### config.mk
export PLATFORM = sky130hd
export DESIGN_NAME = misc_config_register
export DESIGN_NICKNAME = d
export VERILOG_FILES = /design/src/rtl/misc_cfg_pkg.sv /design/src/rtl/autoconfig_sequencer.sv /design/src/rtl/config_write_gate.sv /design/src/rtl/misc_config_register.sv
export SDC_FILE = /design/constraint.sdc
export NUM_CORES = 1
export LEC_CHECK = 0
export BUFFER_PORTS_ARGS = -buffer_cell sky130_fd_sc_hd__clkbuf_2
export CAP_MARGIN = 20
export CORE_UTILIZATION = 52
export DETAILED_ROUTE_END_ITERATION = 8
export PLACE_DENSITY = 0.75
export SYNTH_ARGS = -nofsm -noshare
export SYNTH_HDL_FRONTEND = slang
export SYNTH_SLANG_ARGS = --single-unit
### constraint.sdc
create_clock -name clock_i -period 4.4 [get_ports clock_i]
set_input_delay 0.66 -clock clock_i [delete_from_list [all_inputs] [get_ports clock_i]]
set_output_delay 0.66 -clock clock_i [all_outputs]
set_load 0.1 [all_outputs]
### src/rtl/misc_cfg_pkg.sv
package misc_cfg_pkg;

  // register index port width and the indices of this bank
  localparam int unsigned IDX_W          = 7;
  localparam logic [6:0]  IDX_CFG_LAST   = 7'h07;
  localparam logic [6:0]  IDX_MSRDA      = 7'h00;
  localparam logic [6:0]  IDX_MSWRA      = 7'h01;
  localparam logic [6:0]  IDX_MISC       = 7'h02;
  localparam logic [6:0]  IDX_EECFG      = 7'h03;
  localparam logic [6:0]  IDX_LED0       = 7'h04;
  localparam logic [6:0]  IDX_LED1       = 7'h05;
  localparam logic [6:0]  IDX_LED2       = 7'h06;
  localparam logic [6:0]  IDX_LED3       = 7'h07;
  localparam int unsigned NUM_CFG        = 8;

  // reset values of the bank
  localparam logic [15:0] RST_MSRDA      = 16'h0005;
  localparam logic [15:0] RST_MSWRA      = 16'h0005;
  localparam logic [15:0] RST_MISC       = 16'h0002;
  localparam logic [15:0] RST_LED0       = 16'h0000;
  localparam logic [15:0] RST_LED1       = 16'h0084;
  localparam logic [15:0] RST_LED2       = 16'h0008;
  localparam logic [15:0] RST_LED3       = 16'h0090;
  localparam logic [15:0] RST_ZERO       = 16'h0000;

  // field positions of the miscellaneous configuration register
  localparam int unsigned MODE_BIT       = 15;
  localparam int unsigned TP_LOOP_BIT    = 14;
  localparam int unsigned RSVD_BIT       = 13;
  localparam int unsigned SLOT_BIT       = 12;
  localparam int unsigned GUARD_BIT      = 11;
  localparam int unsigned ID_DEC_BIT     = 10;
  localparam int unsigned ACTIVATE_BIT   = 9;
  localparam int unsigned PROM_WE_BIT    = 8;
  localparam int unsigned EAD_SEL_BIT    = 3;
  // bits that software may change in the miscellaneous register
  localparam logic [15:0] MISC_WR_MASK   = 16'h4FFF;

  // product identifier window, 12-bit decode, four bytes
  localparam logic [11:0] ID_BASE_ADDR   = 12'hC80;
  localparam int unsigned ID_ADDR_LSB    = 2;

  // autoconfiguration sequencer states
  typedef enum logic [3:0] {
    AC_WAIT     = 4'b0001,
    AC_INACTIVE = 4'b0010,
    AC_ACTIVE   = 4'b0100,
    AC_ALTERNATE = 4'b1000
  } autoconfig_state_t;

  // reset value of a bank entry by index
  function automatic logic [15:0] cfg_default(input logic [6:0] idx);
    case (idx)
      IDX_MSRDA: cfg_default = RST_MSRDA;
      IDX_MSWRA: cfg_default = RST_MSWRA;
      IDX_MISC:  cfg_default = RST_MISC;
      IDX_LED0:  cfg_default = RST_LED0;
      IDX_LED1:  cfg_default = RST_LED1;
      IDX_LED2:  cfg_default = RST_LED2;
      IDX_LED3:  cfg_default = RST_LED3;
      default:   cfg_default = RST_ZERO;
    endcase
  endfunction

  // true when an index falls inside the bank
  function automatic logic in_bank(input logic [6:0] idx);
    in_bank = (idx <= IDX_CFG_LAST);
  endfunction

endpackage

### src/rtl/autoconfig_sequencer.sv
`timescale 1ns/1ps
`default_nettype none
module autoconfig_sequencer
  import misc_cfg_pkg::*;
(
  // clock and reset
  input  wire logic clock_i,
  input  wire logic rst_i,
  // eeprom read completion
  input  wire logic eeprom_done_i,
  input  wire logic eeprom_cksum_ok_i,
  input  wire logic activate_i,
  // resulting state
  output logic      active_o,
  output logic      alternate_o
);

  autoconfig_state_t state_q;  // current state
  autoconfig_state_t state_d;  // next state

  // decide the outcome once the serial eeprom read ends
  always_comb begin
    state_d = state_q;
    case (state_q)
      AC_WAIT: begin
        if (eeprom_done_i) begin
          if (!eeprom_cksum_ok_i) begin
            state_d = AC_ALTERNATE;
          end else if (activate_i) begin
            state_d = AC_ACTIVE;
          end else begin
            state_d = AC_INACTIVE;
          end
        end
      end
      AC_INACTIVE: state_d = AC_INACTIVE;
      AC_ACTIVE:   state_d = AC_ACTIVE;
      AC_ALTERNATE: state_d = AC_ALTERNATE;
      default:     state_d = AC_WAIT;
    endcase
  end

  // state register
  always_ff @(posedge clock_i or posedge rst_i) begin
    if (rst_i) begin
      state_q <= AC_WAIT;
    end else begin
      state_q <= state_d;
    end
  end

  // decoded flags
  assign active_o    = (state_q == AC_ACTIVE);
  assign alternate_o = (state_q == AC_ALTERNATE);

endmodule
`default_nettype wire

### src/rtl/config_write_gate.sv
`timescale 1ns/1ps
`default_nettype none
module config_write_gate
  import misc_cfg_pkg::*;
(
  // index and strobes
  input  wire logic [IDX_W-1:0]   index_i,
  input  wire logic               data_wr_i,
  input  wire logic               sw_reset_rd_i,
  // guard state
  input  wire logic               guard_i,
  // gated results
  output logic [NUM_CFG-1:0]      wr_en_o,
  output logic                    soft_clear_o
);

  // per-register write enables; guarded entries drop writes
  always_comb begin
    wr_en_o = '0;
    if (data_wr_i && in_bank(index_i)) begin
      if (index_i == IDX_EECFG) begin
        // eeprom configuration lives elsewhere
        wr_en_o = '0;
      end else if (!guard_i) begin
        wr_en_o[index_i[2:0]] = 1'b1;
      end else begin
        wr_en_o = '0;
      end
    end
  end

  // software reset read restores the bank defaults only while unguarded
  always_comb begin
    soft_clear_o = sw_reset_rd_i && !guard_i;
  end

endmodule
`default_nettype wire

### src/rtl/misc_config_register.sv
`timescale 1ns/1ps
`default_nettype none
module misc_config_register
  import misc_cfg_pkg::*;
(
  // clock and reset
  input  wire logic             clock_i,
  input  wire logic             rst_i,
  // register index port and data port
  input  wire logic             index_wr_i,
  input  wire logic             data_wr_i,
  input  wire logic             data_rd_i,
  input  wire logic [15:0]      wdata_i,
  input  wire logic             sw_reset_rd_i,
  output logic [15:0]           rdata_o,
  output logic                  rdata_valid_o,
  // hardware state reported in the register
  input  wire logic             shared_mem_mode_i,
  input  wire logic             slot_8bit_i,
  input  wire logic             init_done_i,
  // loopback context
  input  wire logic             tp_selected_i,
  input  wire logic             ext_loopback_i,
  output logic                  tp_board_loop_o,
  output logic                  tp_ext_loop_allowed_o,
  // product identifier decode
  input  wire logic             io_cycle_i,
  input  wire logic [11:0]      io_addr_i,
  output logic                  id_decode_hit_o,
  // eeprom driven activation
  input  wire logic             eeprom_done_i,
  input  wire logic             eeprom_cksum_ok_i,
  output logic                  controller_active_o,
  output logic                  alt_access_o,
  // station prom and flash write gating
  input  wire logic             prom_wr_req_i,
  input  wire logic             flash_wr_req_i,
  output logic                  prom_wr_o,
  output logic                  flash_wr_o,
  // indicator outputs
  input  wire logic             tp_link_i,
  input  wire logic [2:0]       led_normal_i,
  input  wire logic [2:0]       ead_func_i,
  output logic [3:0]            led_o,
  output logic                  config_write_guard_o
);

  // ---- state declarations

  logic [IDX_W-1:0]  index_q;          // register index port
  logic [IDX_W-1:0]  index_d;
  logic [15:0]       cfg_q [NUM_CFG];  // configuration bank
  logic [15:0]       cfg_d [NUM_CFG];
  logic              slot_q;           // latched slot width
  logic              slot_d;
  logic [15:0]       rdata_q;          // read data holding
  logic [15:0]       rdata_d;
  logic              rvalid_q;         // read answer marker
  logic              rvalid_d;

  // registered side outputs
  logic              tp_loop_q;
  logic              tp_loop_d;
  logic              tp_allow_q;
  logic              tp_allow_d;
  logic              id_hit_q;
  logic              id_hit_d;
  logic              active_q;
  logic              active_d;
  logic              alt_q;
  logic              alt_d;
  logic              prom_wr_q;
  logic              prom_wr_d;
  logic              flash_wr_q;
  logic              flash_wr_d;
  logic [3:0]        led_q;
  logic [3:0]        led_d;
  logic              guard_q;
  logic              guard_d;

  // ---- decoded fields of the miscellaneous register

  logic [15:0]       misc_w;           // stored miscellaneous word
  logic              tp_loop_en_w;     // twisted pair board loop
  logic              guard_w;          // config write guard
  logic              id_dec_en_w;      // extended id decode enable
  logic              activate_w;       // autoconfig activate
  logic              prom_we_w;        // station prom write enable
  logic              ead_sel_w;        // external address detect

  // ---- helper results from the sub-blocks

  logic [NUM_CFG-1:0] wr_en_w;         // gated write enables
  logic               soft_clear_w;    // software reset accepted
  logic               seq_active_w;    // sequencer active flag
  logic               seq_alt_w;       // sequencer alternate flag

  // field extraction from the stored word
  assign misc_w       = cfg_q[IDX_MISC[2:0]];
  assign tp_loop_en_w = misc_w[TP_LOOP_BIT];
  assign guard_w      = misc_w[GUARD_BIT];
  assign id_dec_en_w  = misc_w[ID_DEC_BIT];
  assign activate_w   = misc_w[ACTIVATE_BIT];
  assign prom_we_w    = misc_w[PROM_WE_BIT];
  assign ead_sel_w    = misc_w[EAD_SEL_BIT];

  // ---- sub-block instances

  // write gating and software reset acceptance
  config_write_gate u_gate (
    .index_i       (index_q),
    .data_wr_i     (data_wr_i),
    .sw_reset_rd_i (sw_reset_rd_i),
    .guard_i       (guard_w),
    .wr_en_o       (wr_en_w),
    .soft_clear_o  (soft_clear_w)
  );

  // activation after the serial eeprom read
  autoconfig_sequencer u_seq (
    .clock_i           (clock_i),
    .rst_i             (rst_i),
    .eeprom_done_i     (eeprom_done_i),
    .eeprom_cksum_ok_i (eeprom_cksum_ok_i),
    .activate_i        (activate_w),
    .active_o          (seq_active_w),
    .alternate_o       (seq_alt_w)
  );

  // ---- index port and bank

  // next values of the index and the bank entries
  always_comb begin
    index_d = index_q;
    if (index_wr_i) begin
      index_d = wdata_i[IDX_W-1:0];
    end
    for (int i = 0; i < NUM_CFG; i++) begin
      cfg_d[i] = cfg_q[i];
      if (soft_clear_w) begin
        // software reset read restores the whole bank
        cfg_d[i] = cfg_default(7'(i));
      end else if (wr_en_w[i]) begin
        if (i == int'(IDX_MISC)) begin
          // read-only and reserved bits keep their value
          cfg_d[i] = (wdata_i & MISC_WR_MASK) |
                     (cfg_q[i] & ~MISC_WR_MASK);
        end else begin
          cfg_d[i] = wdata_i;
        end
      end
    end
  end

  // index and bank registers
  always_ff @(posedge clock_i or posedge rst_i) begin
    if (rst_i) begin
      index_q <= '0;
      cfg_q[0] <= RST_MSRDA;
      cfg_q[1] <= RST_MSWRA;
      cfg_q[2] <= RST_MISC;
      cfg_q[3] <= RST_ZERO;
      cfg_q[4] <= RST_LED0;
      cfg_q[5] <= RST_LED1;
      cfg_q[6] <= RST_LED2;
      cfg_q[7] <= RST_LED3;
    end else begin
      index_q <= index_d;
      for (int i = 0; i < NUM_CFG; i++) begin
        cfg_q[i] <= cfg_d[i];
      end
    end
  end

  // ---- slot width capture

  // follow the strap only until the initialize bit is set
  always_comb begin
    slot_d = slot_q;
    if (!init_done_i) begin
      slot_d = slot_8bit_i;
    end
  end

  // slot width holding register
  always_ff @(posedge clock_i or posedge rst_i) begin
    if (rst_i) begin
      slot_q <= 1'b0;
    end else begin
      slot_q <= slot_d;
    end
  end

  // ---- read path

  // one-cycle read answer through the data port
  always_comb begin
    rdata_d  = rdata_q;
    rvalid_d = data_rd_i;
    if (data_rd_i) begin
      if (index_q == IDX_MISC) begin
        rdata_d = misc_w;
        rdata_d[MODE_BIT] = shared_mem_mode_i;
        rdata_d[RSVD_BIT] = 1'b0;
        rdata_d[SLOT_BIT] = slot_q;
      end else if (in_bank(index_q) && index_q != IDX_EECFG) begin
        rdata_d = cfg_q[index_q[2:0]];
      end else begin
        // indices outside this bank answer zero
        rdata_d = RST_ZERO;
      end
    end
  end

  // read data registers
  always_ff @(posedge clock_i or posedge rst_i) begin
    if (rst_i) begin
      rdata_q  <= RST_ZERO;
      rvalid_q <= 1'b0;
    end else begin
      rdata_q  <= rdata_d;
      rvalid_q <= rvalid_d;
    end
  end

  // ---- functions steered by the register

  // loopback, decode, write gating and indicator muxing
  always_comb begin
    // clip loop only in twisted pair external loopback
    tp_loop_d  = tp_loop_en_w && tp_selected_i &&
                 ext_loopback_i;
    // ordinary external loop stays allowed when clear
    tp_allow_d = !tp_loop_en_w && tp_selected_i &&
                 ext_loopback_i;
    // four-byte product identifier window
    id_hit_d   = id_dec_en_w && io_cycle_i &&
                 (io_addr_i[11:ID_ADDR_LSB] ==
                  ID_BASE_ADDR[11:ID_ADDR_LSB]);
    // activation outcome of the sequencer
    active_d   = seq_active_w;
    alt_d      = seq_alt_w;
    // prom ram and flash share one write enable
    prom_wr_d  = prom_wr_req_i && prom_we_w;
    flash_wr_d = flash_wr_req_i && prom_we_w;
    // indicator zero always shows link
    led_d[0]   = tp_link_i;
    if (ead_sel_w) begin
      led_d[3:1] = ead_func_i;
    end else begin
      led_d[3:1] = led_normal_i;
    end
    guard_d    = guard_w;
  end

  // registered side outputs
  always_ff @(posedge clock_i or posedge rst_i) begin
    if (rst_i) begin
      tp_loop_q  <= 1'b0;
      tp_allow_q <= 1'b0;
      id_hit_q   <= 1'b0;
      active_q   <= 1'b0;
      alt_q      <= 1'b0;
      prom_wr_q  <= 1'b0;
      flash_wr_q <= 1'b0;
      led_q      <= 4'h0;
      guard_q    <= 1'b0;
    end else begin
      tp_loop_q  <= tp_loop_d;
      tp_allow_q <= tp_allow_d;
      id_hit_q   <= id_hit_d;
      active_q   <= active_d;
      alt_q      <= alt_d;
      prom_wr_q  <= prom_wr_d;
      flash_wr_q <= flash_wr_d;
      led_q      <= led_d;
      guard_q    <= guard_d;
    end
  end

  // ---- output drive, all from flip-flops

  assign rdata_o               = rdata_q;
  assign rdata_valid_o         = rvalid_q;
  assign tp_board_loop_o       = tp_loop_q;
  assign tp_ext_loop_allowed_o = tp_allow_q;
  assign id_decode_hit_o       = id_hit_q;
  assign controller_active_o   = active_q;
  assign alt_access_o          = alt_q;
  assign prom_wr_o             = prom_wr_q;
  assign flash_wr_o            = flash_wr_q;
  assign led_o                 = led_q;
  assign config_write_guard_o  = guard_q;

endmodule
`default_nettype wire

==> metrics list <==
* Area growth from synthesis to layout: 16.27%
- CTS Sinks: 150
- The final critical path takes up 63.50% of the cycle.
* Commonest register cell after synthesis: dfrtp_1
- The smallest clock period supported by the final layout is computed as ~2.8 ns.
- Post-detailed-route wirelength per cell: ~18 um
- The first global-routing pass estimated roughly 26 mm of wire.
- Sorting the synthesized cells by area gives the leading types as dfrtp_1 52%, nand3_1 7.8%, mux2i_1 6.7%, o21ai_0 6.7%, dfstp_2 4.3%.
* Post-synthesis async set-or-reset flop share: 100.0%
- Number of flops mapped to enable cells by yosys: 0
* Mean number of vias per cell: approximately 6.0
- The internal power of the cells totals roughly 2.4 mW.
- Post-DP HPWL: 10.26 mm
* Number of hold buffers added after cts: 0
- Number of buffer and inverter instances along the worst setup path: 1
- Pre-CTS setup slack: 1.660 ns
- Accumulated negative setup slack: 0 ns
* Hold Violations, Final: 0
* Cell-by-cell listing of the critical path: buf_4 > nor3b_1 > and2_1 > a32oi_1 > a21oi_1
* Cts repair resizes: 0
- Worst path top cell family by delay: simple AND/OR/NAND/NOR gates
- Measured in cells, the most critical reg-to-reg path has a length of 5.
- When the netlist entered floorplanning its net count stood at around 710.
- The startpoint identified for the worst hold timing path is tp_link_i.
- Number of design rule violations left after detail routing: 0
- Summed over all layers, the global routing overflow is 0.
- Routed vias: around 5.4k
- In this run the mean area of a mapped cell was around 10 um^2.
- Starting density of the core: a little over half
* Origin of the critical flop-to-flop path: index_q[0]$_DFFE_PP0P_
- IR analysis of the VDD net gives a maximum drop of approximately 270 uV.
- Destination of the worst hold path: led_o[0]$_DFF_PP0_
- RSZ-0062 raised after global routing: no
- Setup violations remaining at the end of the flow were counted as 0.
- The flow ran to the end, and the final reports show no timing, DRC or antenna violations.
- Relative max-transition margin: between 20% and 30%
- Clock power frac: 44.0%
- Share of the yosys chip area belonging to registers: 56.38%
- Counting instances, the worst hold path has a depth of 1.
* Setup slack of the critical path after layout: 1.606 ns
* Switching pwr: 0.9177 mW
- Leakage Power: approximately 3.5 nW
- Post-Synthesis Cell Area: ~6700 um^2
- I/O pins: 80
- Most frequent cells after synthesis: 139 x dfrtp_1, 104 x nand3_1, 90 x o21ai_0
* Number of standard-cell rows in the floorplan: just over 40
- Sequential share of power: 43.7%
- Floorplan die height: ~120 um
* Max-Cap Viols: 0
- TritonCTS built the clock tree.
- For the worst setup path, the data arrival time is roughly 3.1 ns.
* Proportion of power drawn by combinational gates: between 10 and 15%
* Post-synthesis cell count: 654
- Antenna violations before repair: 0
- For the pin with the worst max-slew slack, the measured transition is 1.140 ns.
- Total of buffers placed on input and output ports: between 70 and 80
- Sw frac: between 20% and 30%
- Die Wd: approximately 120 um
- Reg-to-Reg End: rdata_o[4]$_DFFE_PP0P_
- Counting flops and latches in the post-synthesis netlist gives 150.
- Registers take ~3800 um^2.
- The most common cell in the synthesized netlist is dfrtp_1.
* Overall routing resource usage: between 20% and 30%
- Count of nets left with antenna violations after detail routing: 0
- STA classifies the critical path startpoint as a register.
- Crit path max-delay cell type: and2_1
- Counting the buffers created by CTS gives 17.
- DR iter-0 viols: 486
* Pwr per Cell Area: approximately 430 nW/um^2
* Share of Yosys cell area claimed by the top area cell type: roughly 52%
* WL final: between 15 and 20 mm
- Filler Cell Count: around 1000
- CTS placed an instance of clkbuf_16 at the clock tree root.
* Nets@finish: 760
- The count of final max-slew check failures was 0.
- Number of placed instances, taps included: between 800 and 900
- Unique masters post-synth: slightly above 40
- 0 antenna diodes ended up in the layout.
- The floorplan step defined a core boundary enclosing around 13000 um^2.
- Number of buffers added for setup after CTS: 0
- Entering global routing, the biggest net connects between 150 and 200 pins.
- After layout, the design draws a total of about 3.4 mW.
- The first detailed-routing pass ran for 5 iterations.
- Along the worst path, the maximum fanout reaches 28.
* Cell type with the highest aggregate area in the netlist: dfrtp_1
- The largest single stage delay on the critical path is 0.94 ns.
* Maximum operating frequency: ~0.36 GHz
- Slack of the worst reg-to-reg path: roughly 1.6 ns
- Footprint of the multi-input gates: 2623 um^2
- Required time of the critical path: between 4 and 5 ns
- Clock skew on the completed layout was measured at 0.005571 ns.
- Counting along the longest clock path gives a buffer depth of 2.
- Endpoint type of the worst setup path: register
* Routability congestion estimate: 0.8225
- Cells fill 61.82% of the core in the end.
- Number of global-route vias before repair: 5125
* Later-pin clock latency in the skew report: 0.42 ns
- In this run the number of H-tree levels came out at 4.
- Share of layout cells above drive strength 1: about a fifth
* Worst min-delay path class: in2reg
* Crit Path Category: reg2reg
- Die outline area: between 10000 and 15000 um^2
- Clock-pin slew was measured on the worst setup and hold paths at 0.06 ns.
- Leaving out filler cells and counting taps, the final layout contains 894.
- The Yosys step of the flow raised 0 warnings.
-- worst max-delay path by stage --
stage / start / end / slack, ns / cells after the start
5_1_grt: index_q[0]$_DFFE_PP0P_ / rdata_o[1]$_DFFE_PP0P_ / 1.51 / 5
4_1_cts: index_q[0]$_DFFE_PP0P_ / rdata_o[5]$_DFFE_PP0P_ / 1.65 / 5
2_1_floorplan: rst_i / alt_access_o$_DFF_PP0_ / 1.86 / 1
3_3_place_gp: index_q[0]$_DFFE_PP0P_ / rdata_o[4]$_DFFE_PP0P_ / 1.76 / 5
6_report: index_q[0]$_DFFE_PP0P_ / rdata_o[4]$_DFFE_PP0P_ / 1.61 / 5
3_5_place_dp: index_q[0]$_DFFE_PP0P_ / rdata_o[5]$_DFFE_PP0P_ / 1.66 / 5
-- power groups by stage --
stage	clock network [mW]	registers (mW)	logic (mW)
5_1_grt	1.55	1.48	0.442
4_1_cts	1.49	1.47	0.414
6_report	1.48	1.47	0.415
3_5_place_dp	0	1.50	0.411
3_3_place_gp	0	1.49	0.405
2_1_floorplan	0	1.59	0.203
-- cell families (layout without fill, tap and decap cells) --
kind of cell           count (synthesis)  count (layout)  synth area share, %
flip-flops                           150             150                56.38
AND/OR/NAND/NOR                      223             223                16.31
AO/OA/AOI/OAI                        160             160                13.76
buffers and inverters                 64             132                4.494
XOR/XNOR                               1               1               0.1311
multiplexers                          56              56                8.931
-- sequential cells by signal (all words and copies together) (netlist names) --
| name | cells |
|---|---|
| rdata_o | 16 |
| tp_board_loop_o | 1 |
| cfg_q | 96 |
| tp_ext_loop_allowed_o | 1 |
| alt_access_o | 1 |
| flash_wr_o | 1 |
| led_o | 4 |
| misc_w | 13 |
| index_q | 7 |
| id_decode_hit_o | 1 |
| slot_q | 1 |
| u_seq.state_q | 4 |
| rdata_valid_o | 1 |
| config_write_guard_o | 1 |
| controller_active_o | 1 |
| prom_wr_o | 1 |
-- per-stage QoR --
stage	cell area (um^2)	hold slack (ns)
floorplan	6686	0.4275
global placement	7161	0.4596
detailed placement	7161	0.4694
CTS	7770	0.3394
global route	7770	0.3438
finish	7770	0.3453
-- layer usage --
| layer | global-route usage (%) | share of wire (%) | up-vias |
|---|---|---|---|
| li1 | - | - | 2477 |
| met1 | 33.09 | 43 | 2636 |
| met2 | 43.19 | 48 | 206 |
| met3 | 4.850 | 6.0 | 47 |
| met4 | 12.90 | 3.3 | 0 |
| met5 | 0 | 0 | - |
-- layout make-up --
class / instances / share of cell area [%]
Sequential cell: 150 / 48.49
Multi-Input combinational cell: 440 / 33.75
Timing Repair Buffer: 95 / 6.860
Clock buffer: 20 / 5.878
Tap cell: 172 / 2.770
Clock inverter: 12 / 1.965
Inverter: 5 / 0.2899
-- cell usage in the layout (no fill, tap or decap), types with 11 or more instances in the layout --
cell	n
dfstp_2	11
buf_4	17
dfrtp_1	139
a32oi_1	13
clkbuf_16	17
a21oi_1	32
mux2i_1	45
nand3_1	104
o21ai_0	90
nor2_1	27
clkbuf_2	77
nand2_1	53
nor3_1	12
a22oi_1	13
Power figures use the tool's default switching activity.
